### src/inc/pwr_seq_defines.vh
`ifndef PWR_SEQ_DEFINES_VH
`define PWR_SEQ_DEFINES_VH
// register addresses
`define ADDR_FULL_POWER_CONFIG   7'h53
`define ADDR_SLEEP_POWER_CONFIG  7'h64
`define ADDR_POWERDOWN_COMMAND   7'h65
`define ADDR_DISC_COUNT          7'h5F
`define ADDR_WAKE_IRQ_ENABLE     7'h40
// field positions
`define FP_CUR_ADC_BIT     0
`define FP_VT_ADC_BIT      1
`define FP_BIAS10_BIT      3
`define FP_BIAS5_BIT       4
`define FP_REFBUF_BIT      5
`define FP_RW_MASK         8'h3B
`define SP_STATE_LSB       0
`define SP_MEAS_LSB        2
`define IRQ_WDOG_BIT       0
`define IRQ_SLEEPT_BIT     1
`define IRQ_CUR_BIT        2
`define IRQ_VT_BIT         3
`define IRQ_LIN_BIT        4
// reset values and the enter power-down command code
`define FULL_POWER_RESET   8'h00
`define SLEEP_POWER_RESET  8'h20
`define CMD_RESET          8'h00
`define CMD_ENTER_PD       8'hA9
// measurement modes
`define MEAS_DISC_EXT      3'h3
`define MEAS_CONT_I        3'h4
`define MEAS_CONT_IV       3'h5
`define MEAS_CONT_ITI      3'h6
`define MEAS_CONT_ITE      3'h7
// power-down state selector
`define SEL_ULP            2'h2
`define SEL_OFF            2'h3
// timing
`define CLK_MHZ            100
`define LIN_WAKE_US        150
`define LIN_WAKE_CYC       (`LIN_WAKE_US * `CLK_MHZ)
`define SETTLE_CYC         16
`endif

### src/rtl/pin_sync3.v
`timescale 1ns/1ns
// three-stage synchroniser; output moves when stages two and three agree
module pin_sync3 (
    input  wire ref_clk,  // system clock
    input  wire rstn,     // async reset, active low
    input  wire pin_in,   // asynchronous input
    output reg  pin_out   // filtered level
);
    reg [2:0] sh_ff;

    // stage 0 only feeds stage 1
    always @(posedge ref_clk or negedge rstn) begin
        if (!rstn) begin
            sh_ff   <= 3'h7;
            pin_out <= 1'b1;
        end else begin
            sh_ff <= {sh_ff[1:0], pin_in};
            if (sh_ff[1] == sh_ff[2]) begin
                pin_out <= sh_ff[2];
            end
        end
    end
endmodule // pin_sync3

### src/rtl/spi_reg_slave.v
`timescale 1ns/1ns
// spi mode 0 register slave: byte0 = {rw, addr[6:0]}, byte1 = data
// writes issue a one-cycle strobe after the data byte; csn rising is flagged
module spi_reg_slave (
    input  wire       ref_clk,   // system clock
    input  wire       rstn,      // async reset, active low
    input  wire       sclk,      // spi clock, synchronised
    input  wire       csn,       // chip select, synchronised
    input  wire       mosi,      // serial in, synchronised
    output reg        miso,      // serial out
    output reg        wr_stb,    // write strobe pulse
    output reg  [6:0] addr,      // register address
    output reg  [7:0] wdata,     // write data
    input  wire [7:0] rdata,     // read data for addr
    output reg        cs_rise    // chip select released pulse
);
    reg       sclk_d_ff;
    reg       csn_d_ff;
    reg [3:0] bit_cnt_ff;
    reg [7:0] sh_ff;
    reg       rd_ff;
    reg [7:0] tx_ff;

    // sample on rising, shift out on falling sclk
    always @(posedge ref_clk or negedge rstn) begin
        if (!rstn) begin
            sclk_d_ff  <= 1'b0;
            csn_d_ff   <= 1'b1;
            bit_cnt_ff <= 4'h0;
            sh_ff      <= 8'h00;
            rd_ff      <= 1'b0;
            tx_ff      <= 8'h00;
            miso       <= 1'b0;
            wr_stb     <= 1'b0;
            addr       <= 7'h00;
            wdata      <= 8'h00;
            cs_rise    <= 1'b0;
        end else begin
            sclk_d_ff <= sclk;
            csn_d_ff  <= csn;
            wr_stb    <= 1'b0;
            cs_rise   <= csn & ~csn_d_ff;
            if (csn) begin
                bit_cnt_ff <= 4'h0;
            end else if (sclk & ~sclk_d_ff) begin
                sh_ff      <= {sh_ff[6:0], mosi};
                bit_cnt_ff <= bit_cnt_ff + 4'h1;
                if (bit_cnt_ff == 4'h7) begin
                    rd_ff <= sh_ff[6];
                    addr  <= {sh_ff[5:0], mosi};
                end
                if (bit_cnt_ff == 4'hF && !rd_ff) begin
                    wdata  <= {sh_ff[6:0], mosi};
                    wr_stb <= 1'b1;
                end
            end else if (~sclk & sclk_d_ff) begin
                // read data loaded once the address byte is complete
                if (bit_cnt_ff == 4'h8) begin
                    miso  <= rdata[7];
                    tx_ff <= {rdata[6:0], 1'b0};
                end else begin
                    miso  <= tx_ff[7];
                    tx_ff <= {tx_ff[6:0], 1'b0};
                end
            end
        end
    end
endmodule // spi_reg_slave

### src/rtl/power_down_measurement_sequencer.v
// Behaviour
// - mode 3 runs discrete current, voltage, external temperature sequence.
// - mode 4 keeps current ADC on, voltage/temperature ADC off.
// - continuous modes power ADCs on entry, trigger timer stays off.
// - mode 5 keeps both ADCs on, current and voltage continuous.
// - mode 6 like 5, second ADC measures internal temperature.
// - mode 7 like 6, second ADC measures external temperature.
// - continuous wake sources: watchdog, sleep timer, LIN, current; plus mode extras.
// - no enabled wake source means staying powered down.
// - enable bit 0 watchdog, bit 1 sleep timer, bit 4 LIN wake.
// - state selector 0/1 low-power, 2 ultra-low, 3 off.
// - command A9 then chip select high enters power-down.
// - wake restores full power, then clock; reset after ultra-low releases in the same cycle as the clock.
// - enabled wake during a measurement aborts it.
// - off state stops clocks, unpowers controller, only core and LIN rx.
// - off state wakes only on LIN frame when enabled.
// - LIN low at least 150 us in off wakes fully.
// - LIN high again earlier stops oscillator, stays off.
// - full power bit 0 current ADC, bit 1 voltage ADC, reset 0.
// - bits 3 and 4 cut bias; both cut combined.
// - bit 5 refbuf offset cancel off; bit 2 reserved, bits 7:6 read zero.
// - measurement mode in bits 4:2 of sleep configuration.
// - command register write-only, reset zero, only A9 arms.
`timescale 1ns/1ns
`include "pwr_seq_defines.vh"
module power_down_measurement_sequencer #(
    parameter LIN_WAKE_CYC = `LIN_WAKE_CYC,  // off-state LIN low time in cycles
    parameter SETTLE_CYC   = `SETTLE_CYC     // block stabilisation time
) (
    input  wire       ref_clk,          // 100 MHz clock
    input  wire       rstn,             // async reset, active low
    input  wire       spi_sclk,         // spi clock pin
    input  wire       spi_csn,          // spi chip select pin, active low
    input  wire       spi_mosi,         // spi data in
    output wire       spi_miso,         // spi data out
    input  wire       lin_rxd,          // LIN receive line
    input  wire       wdog_irq,         // watchdog interrupt level
    input  wire       sleep_timer_irq,  // sleep timer interrupt level
    input  wire       cur_adc_irq,      // current ADC interrupt level
    input  wire       volt_adc_irq,     // voltage ADC interrupt level
    input  wire       temp_adc_irq,     // temperature ADC interrupt level
    input  wire       meas_busy,        // discrete measurement running
    output reg        current_adc_power,   // current ADC supply enable
    output reg        volt_temp_adc_power, // voltage/temperature ADC supply enable
    output reg        temp_ext_sel,     // second ADC samples external sensor
    output reg        vt_meas_temp,     // second ADC measures temperature
    output reg        trig_timer_en,    // discrete trigger timer enable
    output reg        meas_abort,       // abort measurement pulse
    output reg  [1:0] bias_cut,         // {five pct, ten pct} bias reduction
    output reg        refbuf_offcancel_off, // refbuf offset cancel off
    output reg        lp_osc_en,        // low-power oscillator enable
    output reg        hp_clk_en,        // full-power clocks enable
    output reg        mcu_supply_en,    // controller supply
    output reg        mcu_clk_en,       // controller clock output enable
    output reg        mcu_rst_n,        // controller reset, active low
    output reg        analog_pd,        // most analog blocks powered down
    output reg  [1:0] pwr_state         // 0 full, 1 low, 2 ultra-low, 3 off
);
    localparam ST_FP     = 3'h0;
    localparam ST_SLEEP  = 3'h1;
    localparam ST_OFF    = 3'h2;
    localparam ST_LINCHK = 3'h3;
    localparam ST_SETTLE = 3'h4;

    wire       sclk_s;
    wire       csn_s;
    wire       mosi_s;
    wire       lin_s;
    wire       wr_stb;
    wire [6:0] addr;
    wire [7:0] wdata;
    wire       cs_rise;
    reg  [7:0] rdata;

    reg  [7:0]  full_power_config_ff;
    reg  [7:0]  sleep_power_config_ff;
    reg  [7:0]  wake_irq_enable_ff;
    reg  [7:0]  disc_count_ff;
    reg         armed_ff;
    reg  [2:0]  st_ff;
    reg  [1:0]  sel_ff;
    reg  [2:0]  mode_ff;
    reg  [31:0] cnt_ff;
    reg         wake;

    wire [1:0] sleep_state_sel = sleep_power_config_ff[`SP_STATE_LSB +: 2];
    wire [2:0] meas_mode_sel   = sleep_power_config_ff[`SP_MEAS_LSB +: 3];

    // continuous modes sit at 4..7
    function is_cont;
        input [2:0] m;
        begin
            is_cont = m[2];
        end
    endfunction

    pin_sync3 u_sclk (.ref_clk(ref_clk), .rstn(rstn), .pin_in(spi_sclk), .pin_out(sclk_s));
    pin_sync3 u_csn  (.ref_clk(ref_clk), .rstn(rstn), .pin_in(spi_csn),  .pin_out(csn_s));
    pin_sync3 u_mosi (.ref_clk(ref_clk), .rstn(rstn), .pin_in(spi_mosi), .pin_out(mosi_s));
    pin_sync3 u_lin  (.ref_clk(ref_clk), .rstn(rstn), .pin_in(lin_rxd),  .pin_out(lin_s));

    spi_reg_slave u_spi (
        .ref_clk (ref_clk),
        .rstn    (rstn),
        .sclk    (sclk_s),
        .csn     (csn_s),
        .mosi    (mosi_s),
        .miso    (spi_miso),
        .wr_stb  (wr_stb),
        .addr    (addr),
        .wdata   (wdata),
        .rdata   (rdata),
        .cs_rise (cs_rise)
    );

    // read mux; command register is write-only and reads zero
    always @* begin
        case (addr)
            `ADDR_FULL_POWER_CONFIG:  rdata = full_power_config_ff & `FP_RW_MASK | 
                                              (full_power_config_ff & 8'h04);
            `ADDR_SLEEP_POWER_CONFIG: rdata = sleep_power_config_ff;
            `ADDR_WAKE_IRQ_ENABLE:    rdata = wake_irq_enable_ff;
            `ADDR_DISC_COUNT:         rdata = disc_count_ff;
            default:                  rdata = 8'h00;
        endcase
    end

    // enabled wake sources depend on the latched mode
    always @* begin
        wake = (wake_irq_enable_ff[`IRQ_WDOG_BIT] & wdog_irq) |
               (wake_irq_enable_ff[`IRQ_SLEEPT_BIT] & sleep_timer_irq) |
               (wake_irq_enable_ff[`IRQ_CUR_BIT] & cur_adc_irq);
        if (mode_ff == `MEAS_CONT_IV) begin
            wake = wake | (wake_irq_enable_ff[`IRQ_VT_BIT] & volt_adc_irq);
        end else if (mode_ff[2:1] == 2'b11 || !is_cont(mode_ff)) begin
            wake = wake | (wake_irq_enable_ff[`IRQ_VT_BIT] & temp_adc_irq);
        end
        // LIN low is a wake frame in low-power states too
        wake = wake | (wake_irq_enable_ff[`IRQ_LIN_BIT] & ~lin_s);
    end

    // register writes and command arming
    always @(posedge ref_clk or negedge rstn) begin
        if (!rstn) begin
            full_power_config_ff  <= `FULL_POWER_RESET;
            sleep_power_config_ff <= `SLEEP_POWER_RESET;
            wake_irq_enable_ff    <= 8'h00;
            disc_count_ff         <= 8'h00;
            armed_ff              <= 1'b0;
        end else begin
            if (wr_stb) begin
                case (addr)
                    `ADDR_FULL_POWER_CONFIG:  full_power_config_ff <= wdata & 8'h3F;
                    `ADDR_SLEEP_POWER_CONFIG: sleep_power_config_ff <= wdata;
                    `ADDR_WAKE_IRQ_ENABLE:    wake_irq_enable_ff <= wdata;
                    `ADDR_DISC_COUNT:         disc_count_ff <= wdata;
                    `ADDR_POWERDOWN_COMMAND:  armed_ff <= (wdata == `CMD_ENTER_PD);
                    default: ;
                endcase
            end else if (cs_rise) begin
                armed_ff <= 1'b0; // one shot per chip-select frame
            end
        end
    end

    // power sequencer
    always @(posedge ref_clk or negedge rstn) begin
        if (!rstn) begin
            st_ff   <= ST_FP;
            sel_ff  <= 2'h0;
            mode_ff <= 3'h0;
            cnt_ff  <= 32'h0;
        end else begin
            case (st_ff)
                ST_FP: begin
                    cnt_ff <= 32'h0;
                    if (cs_rise && armed_ff) begin
                        sel_ff  <= sleep_state_sel;
                        mode_ff <= meas_mode_sel;
                        if (sleep_state_sel == `SEL_OFF) begin
                            st_ff <= ST_OFF;
                        end else begin
                            st_ff <= ST_SLEEP;
                        end
                    end
                end
                ST_SLEEP: begin
                    // without an enabled source nothing leaves this state
                    if (wake) begin
                        st_ff  <= ST_SETTLE;
                        cnt_ff <= 32'h0;
                    end
                end
                ST_OFF: begin
                    cnt_ff <= 32'h0;
                    if (wake_irq_enable_ff[`IRQ_LIN_BIT] && !lin_s) begin
                        st_ff <= ST_LINCHK;
                    end
                end
                ST_LINCHK: begin
                    if (lin_s) begin
                        st_ff <= ST_OFF;
                    end else if (cnt_ff >= LIN_WAKE_CYC - 2) begin
                        st_ff  <= ST_SETTLE;
                        cnt_ff <= 32'h0;
                    end else begin
                        cnt_ff <= cnt_ff + 32'h1;
                    end
                end
                ST_SETTLE: begin
                    if (cnt_ff >= SETTLE_CYC - 1) begin
                        st_ff   <= ST_FP;
                        mode_ff <= 3'h0;
                    end else begin
                        cnt_ff <= cnt_ff + 32'h1;
                    end
                end
                default: st_ff <= ST_FP;
            endcase
        end
    end

    // outputs from flip-flops, decoded from current state of the sequencer
    always @(posedge ref_clk or negedge rstn) begin
        if (!rstn) begin
            current_adc_power    <= 1'b0;
            volt_temp_adc_power  <= 1'b0;
            temp_ext_sel         <= 1'b0;
            vt_meas_temp         <= 1'b0;
            trig_timer_en        <= 1'b0;
            meas_abort           <= 1'b0;
            bias_cut             <= 2'h0;
            refbuf_offcancel_off <= 1'b0;
            lp_osc_en            <= 1'b1;
            hp_clk_en            <= 1'b1;
            mcu_supply_en        <= 1'b1;
            mcu_clk_en           <= 1'b1;
            mcu_rst_n            <= 1'b1;
            analog_pd            <= 1'b0;
            pwr_state            <= 2'h0;
        end else begin
            meas_abort <= (st_ff == ST_SLEEP) & wake & meas_busy;
            case (st_ff)
                ST_FP: begin
                    current_adc_power    <= full_power_config_ff[`FP_CUR_ADC_BIT];
                    volt_temp_adc_power  <= full_power_config_ff[`FP_VT_ADC_BIT];
                    bias_cut             <= {full_power_config_ff[`FP_BIAS5_BIT],
                                             full_power_config_ff[`FP_BIAS10_BIT]};
                    refbuf_offcancel_off <= full_power_config_ff[`FP_REFBUF_BIT];
                    trig_timer_en        <= 1'b0;
                    temp_ext_sel         <= 1'b0;
                    vt_meas_temp         <= 1'b0;
                    lp_osc_en            <= 1'b1;
                    hp_clk_en            <= 1'b1;
                    mcu_supply_en        <= 1'b1;
                    mcu_clk_en           <= 1'b1;
                    mcu_rst_n            <= 1'b1;
                    analog_pd            <= 1'b0;
                    pwr_state            <= 2'h0;
                end
                ST_SLEEP: begin
                    // continuous modes hold ADCs up; discrete ones leave power to the timer
                    current_adc_power    <= is_cont(mode_ff);
                    volt_temp_adc_power  <= is_cont(mode_ff) & (mode_ff != `MEAS_CONT_I);
                    trig_timer_en        <= ~is_cont(mode_ff) & (mode_ff != 3'h0);
                    vt_meas_temp         <= (mode_ff[2:1] == 2'b11) | ~is_cont(mode_ff);
                    temp_ext_sel         <= (mode_ff == `MEAS_CONT_ITE) |
                                            (mode_ff == `MEAS_DISC_EXT);
                    bias_cut             <= sleep_power_config_ff[6:5];
                    refbuf_offcancel_off <= ~sleep_power_config_ff[7];
                    lp_osc_en            <= 1'b1;
                    hp_clk_en            <= 1'b0;
                    mcu_clk_en           <= 1'b0;
                    mcu_rst_n            <= (sel_ff != `SEL_ULP);
                    analog_pd            <= 1'b0;
                    pwr_state            <= (sel_ff == `SEL_ULP) ? 2'h2 : 2'h1;
                end
                ST_OFF, ST_LINCHK: begin
                    current_adc_power    <= 1'b0;
                    volt_temp_adc_power  <= 1'b0;
                    trig_timer_en        <= 1'b0;
                    lp_osc_en            <= (st_ff == ST_LINCHK) |
                                            (wake_irq_enable_ff[`IRQ_LIN_BIT] & ~lin_s);
                    hp_clk_en            <= 1'b0;
                    mcu_supply_en        <= 1'b0;
                    mcu_clk_en           <= 1'b0;
                    mcu_rst_n            <= 1'b0;
                    analog_pd            <= 1'b1;
                    pwr_state            <= 2'h3;
                end
                ST_SETTLE: begin
                    // full-power ADC enables back first; bias, refbuf and controller clock/reset once stable
                    current_adc_power    <= full_power_config_ff[`FP_CUR_ADC_BIT];
                    volt_temp_adc_power  <= full_power_config_ff[`FP_VT_ADC_BIT];
                    trig_timer_en        <= 1'b0;
                    lp_osc_en            <= 1'b1;
                    hp_clk_en            <= 1'b1;
                    mcu_supply_en        <= 1'b1;
                    analog_pd            <= 1'b0;
                    mcu_clk_en           <= 1'b0;
                    pwr_state            <= 2'h0;
                end
                default: pwr_state <= 2'h0;
            endcase
        end
    end
endmodule // power_down_measurement_sequencer

### config.mk
export PLATFORM = sky130hd
export DESIGN_NAME = power_down_measurement_sequencer
export DESIGN_NICKNAME = d
export VERILOG_FILES = /design/src/rtl/pin_sync3.v /design/src/rtl/spi_reg_slave.v /design/src/rtl/power_down_measurement_sequencer.v
export VERILOG_INCLUDE_DIRS = /design/src /design/src/inc
export SDC_FILE = /design/constraint.sdc
export NUM_CORES = 1
export LEC_CHECK = 0
export BUFFER_PORTS_ARGS = -buffer_cell sky130_fd_sc_hd__buf_2
export CAP_MARGIN = 20
export CELL_PAD_IN_SITES_DETAIL_PLACEMENT = 0
export CELL_PAD_IN_SITES_GLOBAL_PLACEMENT = 1
export CORE_ASPECT_RATIO = 0.9
export CORE_MARGIN = 2
export CORE_UTILIZATION = 45
export DETAILED_ROUTE_END_ITERATION = 8
export PLACE_DENSITY = 0.8
export SYNTH_ARGS = -nofsm -noshare
export SYNTH_HDL_FRONTEND = slang
export SYNTH_HIERARCHICAL = 1
export SYNTH_SLANG_ARGS = --single-unit
### constraint.sdc
create_clock -name ref_clk -period 2.45 [get_ports ref_clk]
set_input_delay 0.6125 -clock ref_clk [delete_from_list [all_inputs] [get_ports ref_clk]]
set_output_delay 0.6125 -clock ref_clk [all_outputs]
set_load 0.01 [all_outputs]
==> results.json <==
{
  "wl_mm": 14.1,
  "dr.pass1.iters": 5,
  "setup_viol": 0,
  "worstPathArrival_ns": 2.76,
  "cp.required_ns": 2.80,
  "first_iter_violations": 305,
  "synth_area_leader_cell": "dfrtp_1",
  "clkSinkCount": 143,
  "period_needed_ns": 2.41,
  "p_leak_nw": 3.55,
  "final_util": 0.570,
  "io_pins": 30,
  "htreeDepth": 4,
  "fmax_mhz": 414,
  "die_w_um": 129,
  "grt_pass1_wl_mm": 23.5,
  "synth_common_cells": "dfrtp_1, nand2_1, mux2_2, nor2_1, dfstp_2",
  "hp-class": "input port to asynchronous set/reset pin",
  "track_usage": 0.204,
  "cts_tree": "built",
  "stdcell_count": 812,
  "die_h_um": 116,
  "synth_cells": 555,
  "syn_nets": 571,
  "maxCapViolations": 0,
  "r2r-start": "cnt_ff[1]$_DFFE_PN0P_",
  "critical_path.cell_chain": "buf_6 > ha_4 > nand3_2 > nand4_1 > o41a_1 > or3_4 > buf_6 > or3_4 > o21ai_2",
  "antenna_found_initial": 0,
  "netlist_area_um2": 6290,
  "synth-edff-count": 0,
  "yosys_most_used_dff": "dfrtp_1",
  "rsz0062_at_grt": "true",
  "yosysSeqAreaShare": 0.573,
  "insertion_delay_ns": 0.42,
  "clk_pin_slew_ns": 0.06,
  "drcViolationCount": 0,
  "switching_share": 0.224,
  "ant_nets": 0,
  "core_area_um2": 13500,
  "synthArstFlopShare": 1.00,
  "num_antenna_cells": 0,
  "pwr-share-comb": 0.046,
  "grt_pass1_vias": 4574,
  "wl_per_cell_um": 17.4,
  "hold_buffers": 0,
  "clock_path_buffers": 2,
  "ir_drop_mv": 0.516,
  "internal-power_mw": 4.38,
  "pwr-share-clk": 0.491,
  "grt_overflow_total": 0,
  "syn_to_final_growth_pct": 22.3,
  "fin_crit_sh": 0.985,
  "reg2regPathDepth": 9,
  "detailed_place_hpwl_mm": 9.69,
  "synth_top_area_share": 0.477,
  "fp-row-count": 40,
  "finalMaxSlewViolations": 0,
  "finClkSkew_ns": 0.00720,
  "vias": 4478,
  "hold_viol": 0,
  "cts_root_buf": "clkbuf_16",
  "via_per_inst": 5.51,
  "synth_area_per_cell_um2": 11.3,
  "cp_slowest_cell": "or3_4",
  "gp_congestion": 0.896,
  "grt_start_max_net_pins": 56,
  "portBuffers": 29,
  "yosysWarnings": 6,
  "crit_start": "cnt_ff[1]$_DFFE_PN0P_",
  "power.switching_mw": 1.27,
  "die-area_um2": 14900,
  "yosysMostFrequentCell": "dfrtp_1",
  "drive_above_1_share": 0.332,
  "critPathMaxFanout": 5,
  "slowest_delay_ns": 0.43,
  "synth-seq-cells": 143,
  "endpoint_kind": "flop",
  "p_per_area_nw_per_um2": 734,
  "tns_ns": 0,
  "outcome": "finished clean",
  "synth_top_cells_by_area": "dfrtp_1, dfstp_2, mux2_2",
  "placed_cells": 772,
  "worst_pin_slew_ns": 0.890,
  "p_total_mw": 5.65,
  "seqPwrFrac": 0.462,
  "cp-start-kind": "flop",
  "start_util": 0.466,
  "relSlewSlack": 0.404,
  "nets": 647,
  "path_class": "flop to flop",
  "ys_types": 58,
  "cts_buffers": 17
}
==> through the flow <==
step	setup slack, ns	instance area, um^2	hold WS, ns
after floorplan	0.0641	6290	0.317
after global placement	-0.0497	6900	0.346
after detailed placement	-0.142	6900	0.347
after CTS	0.00767	7570	0.158
after global routing	-0.0408	7700	0.184
final	0.0358	7700	0.147
==> power groups by stage <==
stage | Combinational [mW] | Clock, mW | Sequential (mW)
after global routing | 0.296 | 2.92 | 2.63
final | 0.261 | 2.78 | 2.61
after global placement | 0.253 | 0 | 2.64
after detailed placement | 0.266 | 0 | 2.65
after floorplan | 0.160 | 0 | 2.62
after CTS | 0.268 | 2.83 | 2.61
==> routing by layer <==
| metal | global-route usage | share of wire | up-vias |
|---|---|---|---|
| li1 | - | - | 2128 |
| met1 | 0.294 | 0.49 | 2227 |
| met2 | 0.299 | 0.45 | 105 |
| met3 | 0.0563 | 0.049 | 18 |
| met4 | 0.0688 | 0.013 | 0 |
| met5 | 0 | 0 | - |
==> kinds of logic (layout without fill, tap and decap cells) <==
logic type,count (synthesis),in the layout,synth area share
and+or+nand+nor,210,210,0.171
DFF,143,143,0.573
AOI/OAI and AO/OA,78,78,0.0819
muxes,60,60,0.111
buffers and inverters,42,131,0.0284
xor gates and xnor gates,14,14,0.0195
adders and majority gates,8,8,0.0151
==> cell usage in the layout, fill, tap and decap left out, types with 3 or more instances in the layout <==
cell type | netlist | layout
clkinv_4 | 0 | 3
inv_6 | 0 | 3
a21oi_1 | 19 | 18
nor3_1 | 8 | 8
buf_4 | 1 | 46
buf_2 | 1 | 28
a31oi_1 | 9 | 9
nand3_1 | 21 | 20
bufinv_16 | 0 | 4
inv_1 | 20 | 20
dfstp_2 | 23 | 23
mux2_2 | 47 | 47
nor4_2 | 0 | 3
ha_1 | 4 | 3
and3_1 | 7 | 7
nand4_1 | 7 | 7
mux2i_1 | 5 | 5
nor4_1 | 21 | 16
clkbuf_16 | 0 | 17
o31ai_1 | 6 | 5
nand2_1 | 58 | 58
maj3_2 | 4 | 4
nor2_1 | 44 | 44
xnor2_1 | 13 | 13
dfrtp_1 | 120 | 119
o21ai_0 | 14 | 13
mux2_4 | 8 | 8
buf_6 | 2 | 3
nor2b_1 | 19 | 18
a22oi_1 | 12 | 12
==> final cells by class <==
class                   count  area (um^2)
inverters                  20         75.1
clock buffers              18          439
clock inverters            14          204
well taps                 168          210
repair buffers             79          559
flip-flops and latches    143         3610
multi-input cells         370         2600
fillers                  1119         5810
==> worst paths after layout <==
| kind | to | slack (ns) |
|---|---|---|
| max in group asynchronous | hp_clk_en$_DFFE_PN1P_ | 1.60 |
| max reg2reg | cnt_ff[0]$_DFFE_PN0P_ | 0.04 |
| min in group ref_clk | u_sclk/sh_ff[0]$_DFF_PN1_ | 0.29 |
| max | cnt_ff[0]$_DFFE_PN0P_ | 0.04 |
| min | analog_pd$_DFFE_PN0P_ | 0.15 |
| min reg2reg | u_csn/sh_ff[1]$_DFF_PN1_ | 0.35 |
==> critical path: cells and delay by family (launching register included) <==
| kind | cells | cell delay (ns) |
|---|---|---|
| adders and majority gates | 1 | 0.15 |
| and+or+nand+nor | 4 | 1.02 |
| DFF | 1 | 0.40 |
| AOI/OAI and AO/OA | 2 | 0.48 |
| buffers and inverters | 2 | 0.28 |
==> sequential cells by signal, summed over array words and instances (netlist names), 4 cells and up <==
signal,cells
wake_irq_enable_ff,8
u_spi/tx_ff,7
u_spi/bit_cnt_ff,4
u_spi/wdata,8
u_spi/addr,7
full_power_config_ff,6
cnt_ff,32
u_spi/sh_ff,7
sleep_power_config_ff,8
disc_count_ff,8
==> timing repair <==
item / 4_1_cts / 5_1_grt
setup endpoints to repair: 26 / 9
setup buffers: 1 / 7
pin swaps: 1 / 11
resized for setup: 4 / 16
No activity file was read; power rests on OpenSTA's default activity.
